`config.mk`:
```
export PLATFORM = sky130hd
export DESIGN_NAME = hpsc_ctl_flat
export DESIGN_NICKNAME = d
export VERILOG_FILES = /design/src/rtl/hpsc_pkg.sv /design/src/rtl/hpsc_link_if.sv /design/src/rtl/hpsc_ctl.sv /design/src/flat_wrapper.sv
export VERILOG_INCLUDE_DIRS = /design/src /design/src/rtl
export SDC_FILE = /design/constraint.sdc
export NUM_CORES = 1
export LEC_CHECK = 0
export ABC_AREA = 0
export BUFFER_PORTS_ARGS = -buffer_cell sky130_fd_sc_hd__buf_2
export CORE_MARGIN = 10
export CORE_UTILIZATION = 55
export CTS_CLUSTER_DIAMETER = 120
export DETAILED_ROUTE_END_ITERATION = 8
export PLACE_DENSITY = 0.82
export SLEW_MARGIN = 20
export SYNTH_ARGS = -nofsm -noshare
export SYNTH_HDL_FRONTEND = slang
export SYNTH_SLANG_ARGS = --single-unit
export TNS_END_PERCENT = 10
```
`constraint.sdc`:
```
create_clock -name sys_clk -period 4.8 [get_ports sys_clk]
set_clock_uncertainty 0.15 [all_clocks]
set_input_delay 0.48 -clock sys_clk [delete_from_list [all_inputs] [get_ports sys_clk]]
set_output_delay 0.48 -clock sys_clk [all_outputs]
set_load 0.03 [all_outputs]
```
`src/rtl/hpsc_params.svh`:
```
// Constants shared by the hub port status command ends.
// Assumes a 100 MHz system clock on both ends of the link.
`ifndef HPSC_PARAMS_SVH
`define HPSC_PARAMS_SVH

// =========================================================
// Command codes (one command byte opens each transaction)
`define HPSC_CMD_PORT_STAT 8'hE0
`define HPSC_CMD_FRAME_NUM 8'hF5
`define HPSC_CMD_RESUME    8'hF6
`define HPSC_CMD_SET_CHG   8'hF7

// =========================================================
// Port status byte and change byte bit positions
`define HPSC_ST_CONN  0
`define HPSC_ST_EN    1
`define HPSC_ST_SUSP  2
`define HPSC_ST_OC    3
`define HPSC_ST_RST   4
`define HPSC_ST_PWR   5
`define HPSC_ST_LS    6
// Change flag load data bits
`define HPSC_CHG_LOCAL 0
`define HPSC_CHG_EMB   1

// =========================================================
// Link framing: two type bits then eight data bits, MSB first
`define HPSC_FT_CMD     2'h0
`define HPSC_FT_WR      2'h1
`define HPSC_FT_RD      2'h2
`define HPSC_FRAME_BITS 4'hA
`define HPSC_HALF_CYC   4'h8
`define HPSC_LAST_HC    5'h17

// =========================================================
// Timing
`define HPSC_CLK_MHZ     100
`define HPSC_T_RESET_US  10000
`define HPSC_T_RESUME_US 10000
`define HPSC_RESET_CYC   (`HPSC_T_RESET_US * `HPSC_CLK_MHZ)
`define HPSC_RESUME_CYC  (`HPSC_T_RESUME_US * `HPSC_CLK_MHZ)

// =========================================================
// Controller register map (byte addresses)
`define HPSC_A_CTRL 8'h00
`define HPSC_A_STAT 8'h04
`define HPSC_A_RDAT 8'h08
`define HPSC_A_HREQ 8'h0C
`define HPSC_A_EMB  8'h10
// Operation codes in CTRL[2:0]
`define HPSC_OP_PSTAT  3'h1
`define HPSC_OP_SETCHG 3'h2
`define HPSC_OP_RESUME 3'h3
`define HPSC_OP_FRAME  3'h4
// CTRL field positions
`define HPSC_CTRL_PORT  3
`define HPSC_CTRL_TWO   4
`define HPSC_CTRL_LPWR  5
// Host request codes in HREQ[3:0]
`define HPSC_HR_RESET    4'h1
`define HPSC_HR_ENABLE   4'h2
`define HPSC_HR_DISABLE  4'h3
`define HPSC_HR_SUSPEND  4'h4
`define HPSC_HR_RESUME   4'h5
`define HPSC_HR_CLR_RST  4'h6
`define HPSC_HR_CLR_EN   4'h7
`define HPSC_HR_CLR_SUSP 4'h8
`define HPSC_HR_INT_EN   4'h9

`endif

```
`src/rtl/hpsc_pkg.sv`:
```
// Types for both ends of the hub port status command link.
// Assumes hpsc_params.svh for every number.
package hpsc_pkg;

  // =========================================================
  // Device end state
  typedef struct packed {
    logic             clk_m, clk_s, clk_d;
    logic             sel_m, sel_s, sel_d;
    logic             mosi_m, mosi_s;
    logic [3:0]       bitcnt;
    logic [9:0]       rx;
    logic [7:0]       tx;
    logic [7:0]       cmd;
    logic [1:0]       idx;
    logic [1:0][6:0]  prev;
    logic [1:0][6:0]  chg;
    logic [1:0][23:0] rst_cnt;
    logic [1:0]       rst_on;
    logic [23:0]      res_cnt;
    logic             resume;
    logic [10:0]      frame;
    logic             babbled;
    logic             emb_en;
    logic [1:0]       hub_chg;
    logic [3:0]       chg_map;
  } hpsc_dev_st_t;

  // =========================================================
  // Controller end state
  typedef struct packed {
    logic        miso_m, miso_s;
    logic        busy;
    logic [3:0]  div;
    logic [4:0]  hc;
    logic [1:0]  fidx;
    logic [1:0]  fcnt;
    logic        rd;
    logic [7:0]  cmdb;
    logic [7:0]  wdat;
    logic [7:0]  rx;
    logic [15:0] rdata;
    logic        sclk, sel, mosi;
    logic        ahb_wr;
    logic [7:0]  ahb_addr;
    logic [31:0] hrdata;
    logic        en, susp, rst_chg, en_chg, susp_chg;
    logic        fn_en, int_ep_en, addr_zero;
    logic        wake_pend;
  } hpsc_ctl_st_t;

endpackage : hpsc_pkg

```
`src/rtl/hpsc_link_if.sv`:
```
// Serial command link between the hub device and its controller.
// Controller drives clock, frame select and data out; device answers.
`timescale 1ns/1ps
interface hpsc_link_if;
  logic link_clk;
  logic link_sel;
  logic link_mosi;
  logic link_miso;

  // =========================================================
  // One modport for each end
  modport dev (input link_clk, input link_sel, input link_mosi, output link_miso);
  modport ctl (output link_clk, output link_sel, output link_mosi, input link_miso);
endinterface : hpsc_link_if

```
`src/rtl/hpsc_ctl.sv`:
```
// Controller end: AHB-Lite register slave that issues link
// transactions and emulates the embedded downstream port.
// Assumes the link's device end answers within one bit time.
//
// Chosen here: the AHB-Lite interface to the registers and the register offsets.
`timescale 1ns/1ps
`include "hpsc_params.svh"

module hpsc_ctl
  import hpsc_pkg::*;
(
  // Clock and reset
  input  wire logic        sys_clk,
  input  wire logic        srst,
  // AHB-Lite slave
  input  wire logic        hsel,
  input  wire logic [31:0] haddr,
  input  wire logic [1:0]  htrans,
  input  wire logic        hwrite,
  input  wire logic [2:0]  hsize,
  input  wire logic [31:0] hwdata,
  input  wire logic        hready,
  output logic             hreadyout,
  output logic             hresp,
  output logic      [31:0] hrdata,
  // Hub events
  input  wire logic        remote_wake,
  input  wire logic        hub_suspended,
  input  wire logic        emb_babble_seen,
  // Embedded function control
  output logic             emb_fn_cmd,
  output logic             emb_int_ep_en,
  output logic             emb_addr_zero,
  // Link to the device
  hpsc_link_if.ctl         link
);

  // Link frame word for the frame in progress
  function automatic logic [9:0] frame_word(input hpsc_ctl_st_t s);
    if (s.fidx == 2'h0) begin
      return {`HPSC_FT_CMD, s.cmdb};
    end
    return s.rd ? {`HPSC_FT_RD, 8'h00} : {`HPSC_FT_WR, s.wdat};
  endfunction : frame_word

  hpsc_ctl_st_t r_ff;
  hpsc_ctl_st_t nxt_r;
  logic         tick;
  logic         wr_ctrl;
  logic [9:0]   fw;
  logic         addr_ok;

  // =========================================================
  // Next state
  always_comb begin
    nxt_r           = r_ff;
    nxt_r.miso_m    = link.link_miso;
    nxt_r.miso_s    = r_ff.miso_m;
    nxt_r.addr_zero = 1'b0;
    fw              = frame_word(r_ff);
    // Only whole-word transfers are accepted; hsize must decode as word (3'h2)
    addr_ok         = hsel & htrans[1] & hready & (hsize == 3'h2);

    // AHB address phase; read data prepared for the data phase
    nxt_r.ahb_wr = addr_ok & hwrite;
    if (addr_ok) begin
      nxt_r.ahb_addr = haddr[7:0];
      unique case (haddr[7:0])
        `HPSC_A_STAT: nxt_r.hrdata = {30'h0, r_ff.wake_pend, r_ff.busy};
        `HPSC_A_RDAT: nxt_r.hrdata = {16'h0, r_ff.rdata};
        `HPSC_A_EMB:  nxt_r.hrdata = {25'h0, r_ff.int_ep_en, r_ff.fn_en, r_ff.susp_chg,
                                      r_ff.en_chg, r_ff.rst_chg, r_ff.susp, r_ff.en};
        default:      nxt_r.hrdata = 32'h0;
      endcase
    end

    // Launch an operation; writes while busy are ignored
    wr_ctrl = r_ff.ahb_wr & (r_ff.ahb_addr == `HPSC_A_CTRL) & ~r_ff.busy;
    if (wr_ctrl) begin
      nxt_r.busy = 1'b1;
      nxt_r.fidx = 2'h0;
      nxt_r.hc   = 5'h00;
      nxt_r.div  = 4'h0;
      nxt_r.rd   = 1'b0;
      nxt_r.fcnt = 2'h0;
      unique case (hwdata[2:0])
        `HPSC_OP_PSTAT: begin
          nxt_r.cmdb = `HPSC_CMD_PORT_STAT | {7'h00, hwdata[`HPSC_CTRL_PORT]};
          nxt_r.rd   = 1'b1;
          nxt_r.fcnt = hwdata[`HPSC_CTRL_TWO] ? 2'h2 : 2'h1;
        end
        `HPSC_OP_SETCHG: begin
          nxt_r.cmdb = `HPSC_CMD_SET_CHG;
          nxt_r.fcnt = 2'h1;
          nxt_r.wdat = 8'h00;
          nxt_r.wdat[`HPSC_CHG_LOCAL] = hwdata[`HPSC_CTRL_LPWR];
          nxt_r.wdat[`HPSC_CHG_EMB]   = r_ff.rst_chg | r_ff.en_chg | r_ff.susp_chg;
        end
        `HPSC_OP_RESUME: nxt_r.cmdb = `HPSC_CMD_RESUME;
        `HPSC_OP_FRAME: begin
          nxt_r.cmdb = `HPSC_CMD_FRAME_NUM;
          nxt_r.rd   = 1'b1;
          nxt_r.fcnt = hwdata[`HPSC_CTRL_TWO] ? 2'h2 : 2'h1;
        end
        default: nxt_r.busy = 1'b0;
      endcase
    end else if (~r_ff.busy & r_ff.wake_pend) begin
      // Pending remote wakeup sends the resume command
      nxt_r.busy      = 1'b1;
      nxt_r.wake_pend = 1'b0;
      nxt_r.fidx      = 2'h0;
      nxt_r.hc        = 5'h00;
      nxt_r.div       = 4'h0;
      nxt_r.rd        = 1'b0;
      nxt_r.fcnt      = 2'h0;
      nxt_r.cmdb      = `HPSC_CMD_RESUME;
    end

    // Link clock divider: one half period per tick
    tick = r_ff.busy & (r_ff.div == `HPSC_HALF_CYC - 4'h1);
    if (r_ff.busy) begin
      nxt_r.div = tick ? 4'h0 : r_ff.div + 4'h1;
    end
    if (tick) begin
      nxt_r.hc = r_ff.hc + 5'h01;
      if (r_ff.hc < 5'h14) begin
        if (~r_ff.hc[0]) begin
          nxt_r.sel  = 1'b1;
          nxt_r.sclk = 1'b0;
          nxt_r.mosi = fw[4'h9 - 4'(r_ff.hc[4:1])];
        end else begin
          nxt_r.sclk = 1'b1;
          if (r_ff.rd && r_ff.fidx != 2'h0 && r_ff.hc >= 5'h05) begin
            nxt_r.rx = {r_ff.rx[6:0], r_ff.miso_s};
          end
        end
      end else if (r_ff.hc == 5'h14) begin
        nxt_r.sclk = 1'b0;
      end else if (r_ff.hc == 5'h15) begin
        nxt_r.sel = 1'b0;
        if (r_ff.rd && r_ff.fidx == 2'h1) nxt_r.rdata[7:0] = r_ff.rx;
        if (r_ff.rd && r_ff.fidx == 2'h2) nxt_r.rdata[15:8] = r_ff.rx;
      end else if (r_ff.hc == `HPSC_LAST_HC) begin
        // Each data byte travels in its own frame
        nxt_r.hc = 5'h00;
        if (r_ff.fidx == r_ff.fcnt) begin
          nxt_r.busy = 1'b0;
        end else begin
          nxt_r.fidx = r_ff.fidx + 2'h1;
        end
      end
    end

    // Host requests for the embedded port
    if (r_ff.ahb_wr && r_ff.ahb_addr == `HPSC_A_HREQ) begin
      unique case (hwdata[3:0])
        `HPSC_HR_RESET: begin
          nxt_r.rst_chg   = 1'b1;
          nxt_r.en        = 1'b0;
          nxt_r.susp      = 1'b0;
          nxt_r.fn_en     = 1'b1;
          nxt_r.addr_zero = 1'b1;
          nxt_r.int_ep_en = 1'b0;
        end
        `HPSC_HR_ENABLE:   {nxt_r.fn_en, nxt_r.en} = 2'b11;
        `HPSC_HR_DISABLE:  {nxt_r.fn_en, nxt_r.en} = 2'b00;
        `HPSC_HR_SUSPEND:  {nxt_r.fn_en, nxt_r.en, nxt_r.susp} = 3'b001;
        `HPSC_HR_RESUME:   {nxt_r.fn_en, nxt_r.en, nxt_r.susp, nxt_r.susp_chg} = 4'b1101;
        `HPSC_HR_CLR_RST:  nxt_r.rst_chg = 1'b0;
        `HPSC_HR_CLR_EN:   nxt_r.en_chg = 1'b0;
        `HPSC_HR_CLR_SUSP: nxt_r.susp_chg = 1'b0;
        `HPSC_HR_INT_EN:   nxt_r.int_ep_en = 1'b1;
        default: ;
      endcase
    end

    // Events after requests, so a set beats a same-cycle clear
    if (emb_babble_seen) begin
      nxt_r.en_chg = 1'b1;
      nxt_r.en     = 1'b0;
    end
    if (remote_wake) begin
      if (hub_suspended) nxt_r.wake_pend = 1'b1;
      if (r_ff.susp) begin
        {nxt_r.fn_en, nxt_r.en, nxt_r.susp, nxt_r.susp_chg} = 4'b1101;
      end
    end
  end

  // =========================================================
  // Registers
  always_ff @(posedge sys_clk) begin
    if (srst) begin
      r_ff           <= '0;
      r_ff.int_ep_en <= 1'b1;
    end else begin
      r_ff <= nxt_r;
    end
  end

  // Outputs straight from state flops; slave never waits or errs
  assign hreadyout      = 1'b1;
  assign hresp          = 1'b0;
  assign hrdata         = r_ff.hrdata;
  assign emb_fn_cmd     = r_ff.fn_en;
  assign emb_int_ep_en  = r_ff.int_ep_en;
  assign emb_addr_zero  = r_ff.addr_zero;
  assign link.link_clk  = r_ff.sclk;
  assign link.link_sel  = r_ff.sel;
  assign link.link_mosi = r_ff.mosi;

endmodule : hpsc_ctl

```
`src/flat_wrapper.sv`:
```
// flat-port wrapper written by rule: the top's interface ports become plain ports
module hpsc_ctl_flat import hpsc_pkg::*;
  (sys_clk, srst, hsel, haddr, htrans, hwrite, hsize, hwdata, hready, hreadyout, hresp, hrdata, remote_wake, hub_suspended, emb_babble_seen, emb_fn_cmd, emb_int_ep_en, emb_addr_zero, link_link_clk, link_link_sel, link_link_mosi, link_link_miso);
  hpsc_link_if link_i ();
  input  wire logic sys_clk;
  input  wire logic srst;
  input  wire logic hsel;
  input  wire logic [31:0] haddr;
  input  wire logic [1:0] htrans;
  input  wire logic hwrite;
  input  wire logic [2:0] hsize;
  input  wire logic [31:0] hwdata;
  input  wire logic hready;
  output logic hreadyout;
  output logic hresp;
  output logic      [31:0] hrdata;
  input  wire logic remote_wake;
  input  wire logic hub_suspended;
  input  wire logic emb_babble_seen;
  output logic emb_fn_cmd;
  output logic emb_int_ep_en;
  output logic emb_addr_zero;
  output wire logic [$bits(link_i.link_clk)-1:0] link_link_clk;
  output wire logic [$bits(link_i.link_sel)-1:0] link_link_sel;
  output wire logic [$bits(link_i.link_mosi)-1:0] link_link_mosi;
  input wire logic [$bits(link_i.link_miso)-1:0] link_link_miso;
  assign link_link_clk = link_i.link_clk;
  assign link_link_sel = link_i.link_sel;
  assign link_link_mosi = link_i.link_mosi;
  assign link_i.link_miso = link_link_miso;
  hpsc_ctl u_core (.sys_clk(sys_clk), .srst(srst), .hsel(hsel), .haddr(haddr), .htrans(htrans), .hwrite(hwrite), .hsize(hsize), .hwdata(hwdata), .hready(hready), .hreadyout(hreadyout), .hresp(hresp), .hrdata(hrdata), .remote_wake(remote_wake), .hub_suspended(hub_suspended), .emb_babble_seen(emb_babble_seen), .emb_fn_cmd(emb_fn_cmd), .emb_int_ep_en(emb_int_ep_en), .emb_addr_zero(emb_addr_zero), .link(link_i));
endmodule
```
==> results of run 1 <==
layout make-up:
| type | count | share of cell area (%) |
|---|---|---|
| Multi-Input combinational cell | 331 | 47.1 |
| Sequential cell | 84 | 38.2 |
| Timing Repair Buffer | 50 | 5.80 |
| Clock buffer | 11 | 2.99 |
| Tap cell | 99 | 2.81 |
| Clock inverter | 5 | 2.45 |
| Inverter | 8 | 0.682 |
cell families (layout without fill, tap and decap cells):
family	Yosys count	in the layout	synth area share (%)
xor+xnor	7	7	1.50
buf+inv	69	74	9.84
fa+ha+maj	9	9	2.75
flops	84	84	41.1
compound gates	87	87	14.3
simple gates	174	174	21.6
mux	36	36	8.83
other cells	2	18	0.183
per-layer routing:
metal / wire length (um) / share of wire [%] / vias up
met1: 4220 / 46 / 1552
li1: - / - / 1625
met3: 768 / 8.5 / 13
met5: 0 / 0 / -
met4: 170 / 1.9 / 0
met2: 3920 / 43 / 120
worst paths after layout:
check                                         end  slack (ps)  depth (start not counted)
worst max-delay path            u_core.hrdata[13]        2190                          6
worst min-delay path              u_core.r_ff[49]         180                          2
worst max register to register    u_core.r_ff[76]        2490                          6
worst min register to register   u_core.r_ff[108]         300                          1
cells in the mapped netlist (2+ instances only):
library cell / instances / area (um2)
nor3b_1: 4 / 30.0
nand2b_1: 4 / 25.0
xnor2_1: 5 / 43.8
nor2_4: 2 / 22.5
dfxtp_1: 84 / 1680
nand3b_1: 2 / 15.0
ha_1: 9 / 113
nor2_1: 67 / 251
and2_1: 4 / 25.0
o211ai_1: 3 / 22.5
conb_1: 2 / 7.51
a31oi_1: 7 / 43.8
o22ai_1: 3 / 18.8
o41ai_1: 2 / 17.5
a22oi_1: 17 / 128
nand4b_1: 3 / 26.3
nand2_1: 29 / 109
nor2b_1: 13 / 81.3
o21ai_0: 16 / 80.1
buf_2: 6 / 30.0
nor4_1: 7 / 43.8
a21oi_1: 17 / 85.1
a21o_1: 2 / 15.0
and4b_1: 2 / 20.0
xor2_1: 2 / 17.5
o31ai_1: 4 / 30.0
a32oi_1: 3 / 26.3
a211oi_1: 2 / 15.0
buf_4: 36 / 270
inv_1: 8 / 30.0
nand3_1: 13 / 65.1
o32ai_1: 2 / 17.5
clkbuf_1: 18 / 67.6
nor4b_2: 2 / 30.0
nor3_1: 11 / 55.1
mux2i_1: 35 / 350
or3_1: 3 / 18.8
power groups by stage:
stage          combinational (mW)  clock [mW]  sequential, mW
2_1_floorplan              0.0720           0           0.720
3_3_place_gp               0.0787           0           0.723
3_5_place_dp               0.0804           0           0.723
4_1_cts                    0.0806       0.606           0.707
5_1_grt                    0.0906       0.630           0.708
6_report                   0.0818       0.593           0.707
cell usage in the layout, fill, tap and decap left out, drive strengths merged, types with 3 or more instances in the layout:
cell type	n
dfxtp	84
nor2	69
buf	50
mux2i	35
nand2	29
conb	18
a22oi	17
a21oi	17
o21ai	17
nand3	13
nor2b	13
nor3	11
clkbuf	11
inv	10
ha	9
a31oi	7
nor4	7
xnor2	5
and2	4
nand2b	4
o31ai	4
nor3b	4
o211ai	3
nand4b	3
a32oi	3
or3	3
o22ai	3
bufinv	3
state kept, by name, summed over array words and instances, names as in the netlist:
name / cells
u_core.r_ff: 61
u_core.hrdata: 16
u_core.emb_addr_zero: 1
u_core.emb_fn_cmd: 1
u_core.emb_int_ep_en: 1
u_core.link.link_clk: 1
u_core.link.link_mosi: 1
u_core.link.link_sel: 1
u_core.nxt_r: 1
critical path, stage by stage:
cell and delay (ps):
buf_2 100, nor4bb_1 380, nand3_1 790, and3b_1 710, a22oi_1 150, nor2_1 130
metrics by stage:
| step | setup slack, ps | util, % |
|---|---|---|
| 6_report | 2190 | 60.7 |
| 5_1_grt | 2030 | 60.7 |
| 4_1_cts | 2210 | 60.7 |
| 3_5_place_dp | 1820 | 57.4 |
| 3_3_place_gp | 2050 | 57.4 |
| 2_1_floorplan | 2820 | - |
==> flow_summary_export.csv, run 1 <==
group,metric,value,unit
run_status,status,"finished, final reports clean",
power,p_leak,1.68,nW
detailed_routing,vias,3310,
clocking,cts_setup_buffers,0,
floorplanning,fp-row-count,31,
sta,finalSetupViolCount,0,
power,total_power,1.38,mW
power,p_int,1.07,mW
sta,fin_tns_setup,0,ps
sta,rsz0062_at_grt,"false",
global_routing,grt_first_pass_wirelength,14.8,mm
clocking,cts_sinks,84,
power,p_clk_share,42.9,%
job,maxCapViolations,0,
sta,min_period,2610,ps
global_routing,grt_use_total,15.6,%
clocking,cts_buffers,9,
floorplanning,coreArea,7250,um2
detailed_routing,drtIter0Drc,272,
place,hpwl,6.59,mm
global_routing,grt_pass1_vias,3149,
finish,area_growth,7.45,%
detailed_routing,drt_wl_total,9.07,mm
sta,max_clock_freq,383,MHz
floorplanning,io_pins,118,
worst_setup_path,path_max_fanout,19,
global_routing,grtUsageMet1,19.9,%
place,place_area,4160,um2
clocking,cts_root_buf,"clkbuf_8",
detailed_routing,vias_per_cell,5.63,
synth,ys_warn_count,0,
synth,synthArstFlopShare,0,%
finish,final.fill_count,631,
worst_setup_path,crit_type,"in -> reg",
synth,ys_ff_latch,84,
power,ir_worst_vdd,0.141,mV
sta,slew_headroom,32.1,%
finish,diodes,0,
worst_setup_path,critical_path_arrival,2750,ps
worst_setup_path,timing.rr.start,"u_core.r_ff[107]",
clocking,path_clk_slew,80,ps
clocking,cts_max_level,3,
power,p_sw_share,22.3,%
floorplanning,die-height,106,um
worst_setup_path,cp.required,4930,ps
sta,slew_viol_final,0,
worst_setup_path,start_kind,"input pin",
detailed_routing,antenna_left,0,
clocking,clockBufferDepth,2,
floorplanning,initial_utilization,56.5,%
global_routing,grt_util_met3,5.19,%
synth,ys.flop_type,"dfxtp_1",
finish,nets,571,
synth,synth_cell_types,56,
synth,synth_edf_count,0,
global_routing,grt_max_degree,82,
clocking,cts-resized-gates,0,
detailed_routing,post_drt_wl_per_cell,15.4,um
global_routing,grt_overflow,0,
detailed_routing,drtPass1Iterations,5,
place,place_congestion,0.862,
sta,fin_crit_sh,54.4,%
synth,ys_seq_area_share,41.1,%
detailed_routing,drc,0,
clocking,cts_tree,"yes",
hold_path,hold_path.startpoint,"hwrite",
clocking,cts_hold_buf,0,
finish,ff_latch_area,1680,um2
finish,stdcell_area,4400,um2
power,p_per_area,314,nW/um2
sta,tightestPinTransition,1020,ps
worst_setup_path,crit_path_end_kind,"flop",
place,place_inst,572,
synth,syn-mean-instance-area,8.75,um2
clocking,clkLatencyLatePin,350,ps
finish,fin_cells,588,
sta,hold_violations,0,
floorplanning,fp.dieW,106,um
finish,drive_above_1_share,15.3,%
finish,multi_input_area,2070,um2
sta,holdWs,183,ps
synth,synth_area,4100,um2
global_routing,antenna_found_initial,0,
global_routing,grt-busiest-layer,"met2",
hold_path,hold_path_class,"in -> reg",
floorplanning,die-area,11300,um2
global_routing,gr-usage-met2,23.9,%
power,pwr-share-seq,51.2,%
power,power_switching,308,uW
worst_setup_path,startpoint,"hsize[0]",
place,portBuffers,48,
power,comb_power_share,5.9,%
synth,syn_inst,468,
Power figures use the tool's default switching activity.
==> run 2, diff against run 1 <==
--- a/config.mk
+++ b/config.mk
@@ -9,10 +9,10 @@
 export ABC_AREA = 0
 export BUFFER_PORTS_ARGS = -buffer_cell sky130_fd_sc_hd__buf_2
 export CORE_MARGIN = 10
-export CORE_UTILIZATION = 55
+export CORE_UTILIZATION = 52
 export CTS_CLUSTER_DIAMETER = 120
 export DETAILED_ROUTE_END_ITERATION = 8
-export PLACE_DENSITY = 0.82
+export PLACE_DENSITY = 0.78
 export SLEW_MARGIN = 20
 export SYNTH_ARGS = -nofsm -noshare
 export SYNTH_HDL_FRONTEND = slang
==> constraint.sdc (replaced) <==
create_clock -name sys_clk -period 2.6 [get_ports sys_clk]
set_clock_uncertainty 0.15 [all_clocks]
set_input_delay 0.26 -clock sys_clk [delete_from_list [all_inputs] [get_ports sys_clk]]
set_output_delay 0.26 -clock sys_clk [all_outputs]
set_load 0.03 [all_outputs]
==> flow_summary_export.csv, run 2 (synthesis results as in run 1) <==
group,metric,value,unit
detailed_routing,drt_wl_total,9.33,mm
finish,final.fill_count,649,
detailed_routing,post_drt_wl_per_cell,15.4,um
floorplanning,die-height,109,um
place,hpwl,6.82,mm
sta,slew_viol_final,0,
clocking,cts_tree,"yes",
finish,largest_register_ffs,61,
finish,area_growth,10.1,%
finish,stdcell_area,4510,um2
detailed_routing,drtIter0Drc,227,
worst_setup_path,crit_buf_inv,1,
finish,final_cell_mix,"84 x dfxtp_1, 67 x nor2_1, 48 x buf_2",
worst_setup_path,path_delay_family,"simple AND/OR/NAND/NOR gates",
clocking,cts_max_level,3,
sta,fin_tns_setup,0,ps
floorplanning,initial_utilization,53.3,%
sta,finalSetupViolCount,0,
finish,layout_commonest_cell,"dfxtp_1",
place,place_congestion,0.881,
place,pre_cts_slack,372,ps
worst_setup_path,path_cells,"ha_1 -> and4b_1 -> nand3_1 -> nor4b_2 -> buf_4 -> mux2i_1 -> nor2_1",
worst_setup_path,crit_path_end_kind,"flop",
hold_path,hold_path.startpoint,"haddr[7]",
worst_setup_path,r2r_end,"u_core.r_ff[75]",
sta,tightestPinTransition,822,ps
detailed_routing,vias_per_cell,5.59,
worst_setup_path,critical_path_arrival,2380,ps
worst_setup_path,start_kind,"flop",
global_routing,grt_pass1_vias,3116,
sta,hold_violations,0,
detailed_routing,drtPass1Iterations,5,
floorplanning,fp.dieW,109,um
clocking,path_clk_slew,90,ps
worst_setup_path,path_max_fanout,8,
floorplanning,die-area,11800,um2
hold_path,whs_path_depth,3,
power,p_leak,1.73,nW
detailed_routing,antenna_left,0,
clocking,cts_sinks,84,
power,ir_worst_vdd,0.263,mV
floorplanning,fp-row-count,32,
worst_setup_path,worstRegToRegCells,7,
finish,drive_above_1_share,16.5,%
hold_path,min_to,"u_core.r_ff[48]",
worst_setup_path,crit_type,"reg -> reg",
sta,slew_headroom,45.2,%
floorplanning,coreArea,7690,um2
sta,min_period,2270,ps
worst_setup_path,crit_slowest_cell,"and4b_1",
clocking,cts_setup_buffers,0,
clocking,clockBufferDepth,2,
clocking,clkLatencyLatePin,370,ps
worst_setup_path,r2r_slack,330,ps
place,place_area,4220,um2
run_status,status,"finished, final reports clean",
global_routing,antenna_found_initial,0,
hold_path,hold_path_class,"in -> reg",
global_routing,grt_first_pass_wirelength,15.0,mm
sta,max_clock_freq,440,MHz
detailed_routing,drc,0,
worst_setup_path,timing.rr.start,"u_core.r_ff[103]",
finish,largest_register,"u_core.r_ff",
clocking,cts_root_buf,"clkbuf_8",
worst_setup_path,cp.required,2700,ps
sta,rsz0062_at_grt,"false",
detailed_routing,vias,3382,
global_routing,grt_overflow,0,
sta,worst_slack,326,ps
global_routing,grt_max_degree,46,
floorplanning,io_pins,118,
clocking,cts_buffers,9,
finish,diodes,0,
power,p_per_area,559,nW/um2
worst_setup_path,max_stage_delay,390,ps
finish,nets,585,
sta,fin_crit_sh,87.5,%
power,total_power,2.52,mW
job,maxCapViolations,0,
global_routing,grt_use_total,15.6,%
place,portBuffers,48,
## run 2: cell types whose count changed in the layout (fill, tap and decap cells not counted), sizes merged
cell,before,now
buf,50,57
dlygate4sd3,0,7
clkinvlp,0,1
clkbuf,11,10
bufinv,3,2
clkinv,0,1
## run 2: worst max-delay path by stage
stage                     slack (ps)  cells past startpoint           endpoint              from
after floorplan                  620                      7    u_core.r_ff[96]   u_core.r_ff[99]
after global placement           430                      7    u_core.r_ff[71]  u_core.r_ff[103]
after detailed placement         370                      7    u_core.r_ff[76]  u_core.r_ff[103]
after CTS                        340                      7  u_core.hrdata[13]          haddr[0]
after global routing             120                      7    u_core.r_ff[70]  u_core.r_ff[103]
final                            330                      7    u_core.r_ff[75]  u_core.r_ff[103]
## run 2: repair_timing
action | 4_1_cts | 5_1_grt
gates resized for setup | 0 | 0
hold endpoints to repair | 7 | 0
hold buffers | 7 | 0
endpoints found under the setup margin | 0 | 0
## run 2: area by class of cell
class | instances | area, um2 | area share, %
Multi-Input combinational cell | 331 | 2070 | 45.9
Timing Repair Buffer | 64 | 378 | 8.38
Inverter | 8 | 30.0 | 0.666
Clock buffer | 10 | 128 | 2.83
Tap cell | 102 | 128 | 2.83
Clock inverter | 6 | 93.8 | 2.08
Sequential cell | 84 | 1680 | 37.3
## run 2: report_power, final
group / total, mW / switching [mW] / internal [mW]
clock network: 1.05 / 0.499 / 0.550
registers: 1.30 / 0.00870 / 1.29
logic: 0.168 / 0.114 / 0.0540
## run 2: metal layers
layer  GRT usage, %  vias to the layer above  part of all wire (%)
li1               -                     1659                     -
met1           21.8                     1579                    48
met2           22.5                      132                    42
met3           4.25                       12                   8.2
met4           5.84                        0                   1.6
met5              0                        -                     0
## run 2: tightest hold or removal path, delay by kind of cell
kind	cells	cell delay [ps]
buffers and inverters	1	90
and+or+nand+nor	1	80
muxes	1	60
## run 2: stage by stage
stage          instances  utilization, %  hold slack [ps]
4_1_cts              605            58.7             2.96
3_3_place_gp         582            54.9              273
2_1_floorplan        484               -              189
3_5_place_dp         582            54.9              278
5_1_grt              605            58.7             10.9
6_report             605            58.7             1.89
==> run 3, diff against run 2 <==
--- a/config.mk
+++ b/config.mk
@@ -9,10 +9,11 @@
 export ABC_AREA = 0
 export BUFFER_PORTS_ARGS = -buffer_cell sky130_fd_sc_hd__buf_2
 export CORE_MARGIN = 10
-export CORE_UTILIZATION = 52
+export CORE_UTILIZATION = 54
+export CTS_BUF_LIST = sky130_fd_sc_hd__clkbuf_4 sky130_fd_sc_hd__clkbuf_8
 export CTS_CLUSTER_DIAMETER = 120
 export DETAILED_ROUTE_END_ITERATION = 8
-export PLACE_DENSITY = 0.78
+export PLACE_DENSITY = 0.81
 export SLEW_MARGIN = 20
 export SYNTH_ARGS = -nofsm -noshare
 export SYNTH_HDL_FRONTEND = slang
==> flow_summary_export.csv, run 3 (synthesis results as in run 1) <==
group,metric,value,unit
run_status,status,"finished, final reports clean",
detailed_routing,vias,3383,
job,maxCapViolations,0,
clocking,clkLatencyLatePin,350,ps
global_routing,grt_overflow,0,
detailed_routing,drc,0,
finish,nets,579,
power,ir_worst_vdd,0.233,mV
global_routing,grt_first_pass_wirelength,15.3,mm
finish,largest_register,"u_core.r_ff",
floorplanning,fp.dieW,107,um
worst_setup_path,start_kind,"flop",
global_routing,antenna_found_initial,0,
place,place_inst,577,
global_routing,grt_use_total,15.9,%
global_routing,grt_max_degree,32,
worst_setup_path,timing.rr.start,"u_core.r_ff[103]",
finish,fin_cells,596,
floorplanning,die-area,11500,um2
floorplanning,io_pins,118,
finish,fin_util,60.1,%
clocking,cts_tree,"yes",
sta,tightestPinTransition,683,ps
detailed_routing,antenna_left,0,
finish,diodes,0,
place,place_congestion,0.895,
sta,holdWs,7.80,ps
clocking,clockBufferDepth,2,
detailed_routing,top_layer_used,"met4",
hold_path,whs_path_depth,3,
sta,fin_tns_setup,0,ps
worst_setup_path,crit_type,"reg -> reg",
place,portBuffers,48,
sta,rsz0062_at_grt,"false",
clocking,cts-resized-gates,0,
detailed_routing,wl_met1,4.36,mm
sta,hold_violations,0,
sta,max_clock_freq,433,MHz
floorplanning,initial_utilization,55.9,%
sta,slew_headroom,54.4,%
power,p_leak,1.68,nW
worst_setup_path,critical_path_arrival,2400,ps
detailed_routing,route.met3.wl,886,um
detailed_routing,drt_wl_total,9.23,mm
sta,finalSetupViolCount,0,
finish,area_growth,7.67,%
floorplanning,coreArea,7330,um2
sta,fin_crit_sh,88.9,%
finish,final.fill_count,623,
power,p_per_area,528,nW/um2
sta,min_period,2310,ps
worst_setup_path,crit_path_end_kind,"flop",
detailed_routing,post_drt_wl_per_cell,15.5,um
floorplanning,die-height,107,um
clocking,cts_root_buf,"clkbuf_8",
worst_setup_path,path_max_fanout,8,
hold_path,hold_path.startpoint,"haddr[0]",
global_routing,grt_pass1_vias,3105,
worst_setup_path,cp.required,2680,ps
hold_path,min_to,"u_core.r_ff[41]",
clocking,cts_max_level,3,
finish,drive_above_1_share,16.5,%
finish,layout_commonest_cell,"dfxtp_1",
clocking,cts_sinks,84,
worst_setup_path,r2r_slack,290,ps
detailed_routing,drtPass1Iterations,5,
clocking,cts_buffers,9,
floorplanning,fp-row-count,31,
detailed_routing,drtIter0Drc,284,
detailed_routing,vias_per_cell,5.68,
sta,slew_viol_final,0,
hold_path,hold_path_class,"in -> reg",
finish,largest_register_ffs,61,
worst_setup_path,worstRegToRegCells,7,
worst_setup_path,r2r_end,"u_core.r_ff[71]",
finish,final_cell_mix,"84 x dfxtp_1, 67 x nor2_1, 48 x buf_2",
detailed_routing,wl_met2,3.81,mm
place,hpwl,6.87,mm
clocking,path_clk_slew,90,ps
-- run 3: what timing repair did --
action / in CTS / in global routing
setup buffers: 0 / 0
hold endpoints to repair: 3 / 0
hold buffers: 3 / 0
-- run 3: critical path: stages, from the launching register on --
cell and delay (ps):
dfxtp_1 380, ha_1 240, and4b_1 390, nand3_1 180, nor4b_2 360, buf_4 250, mux2i_1 200, nor2_1 60
-- run 3: layout make-up --
| cell class | instances | area [um2] | share of cell area [%] |
|---|---|---|---|
| inverter | 8 | 30.0 | 0.681 |
| tap | 99 | 124 | 2.81 |
| clock buffer | 9 | 124 | 2.81 |
| clock inverter | 7 | 56.3 | 1.28 |
| sequential | 84 | 1680 | 38.1 |
| timing repair buffer | 58 | 323 | 7.32 |
| multi-input combinational | 331 | 2070 | 47.0 |
-- run 3: routing by layer --
layer  vias to the layer above  GRT usage [%]
li1                       1644              -
met1                      1591           22.3
met2                       135           22.3
met3                        13           4.19
met4                         0           6.87
met5                         -              0
-- run 3: where the power goes --
group | total (mW) | leakage [nW] | switching [mW] | internal, mW
logic | 0.166 | 0.915 | 0.116 | 0.0497
clock network | 0.859 | 0.0906 | 0.500 | 0.359
registers | 1.30 | 0.678 | 0.00804 | 1.29
-- run 3: worst max path at each step --
| stage | to | slack (ps) | start | cells past startpoint |
|---|---|---|---|---|
| floorplan | u_core.r_ff[96] | 620 | u_core.r_ff[99] | 7 |
| global placement | u_core.r_ff[70] | 350 | u_core.r_ff[103] | 7 |
| detailed placement | u_core.r_ff[76] | 320 | u_core.r_ff[103] | 7 |
| CTS | u_core.r_ff[71] | 300 | u_core.r_ff[103] | 7 |
| global route | u_core.r_ff[69] | 170 | u_core.r_ff[103] | 7 |
| finish | u_core.r_ff[71] | 290 | u_core.r_ff[103] | 7 |
-- run 3: per-stage QoR --
step                power (mW)  setup slack, ps  area (um2)
finish                    2.33              288        4410
detailed placement        1.49              319        4200
CTS                       2.33              304        4410
global route              2.42              168        4410
global placement          1.49              352        4200
floorplan                 1.46              624        4160
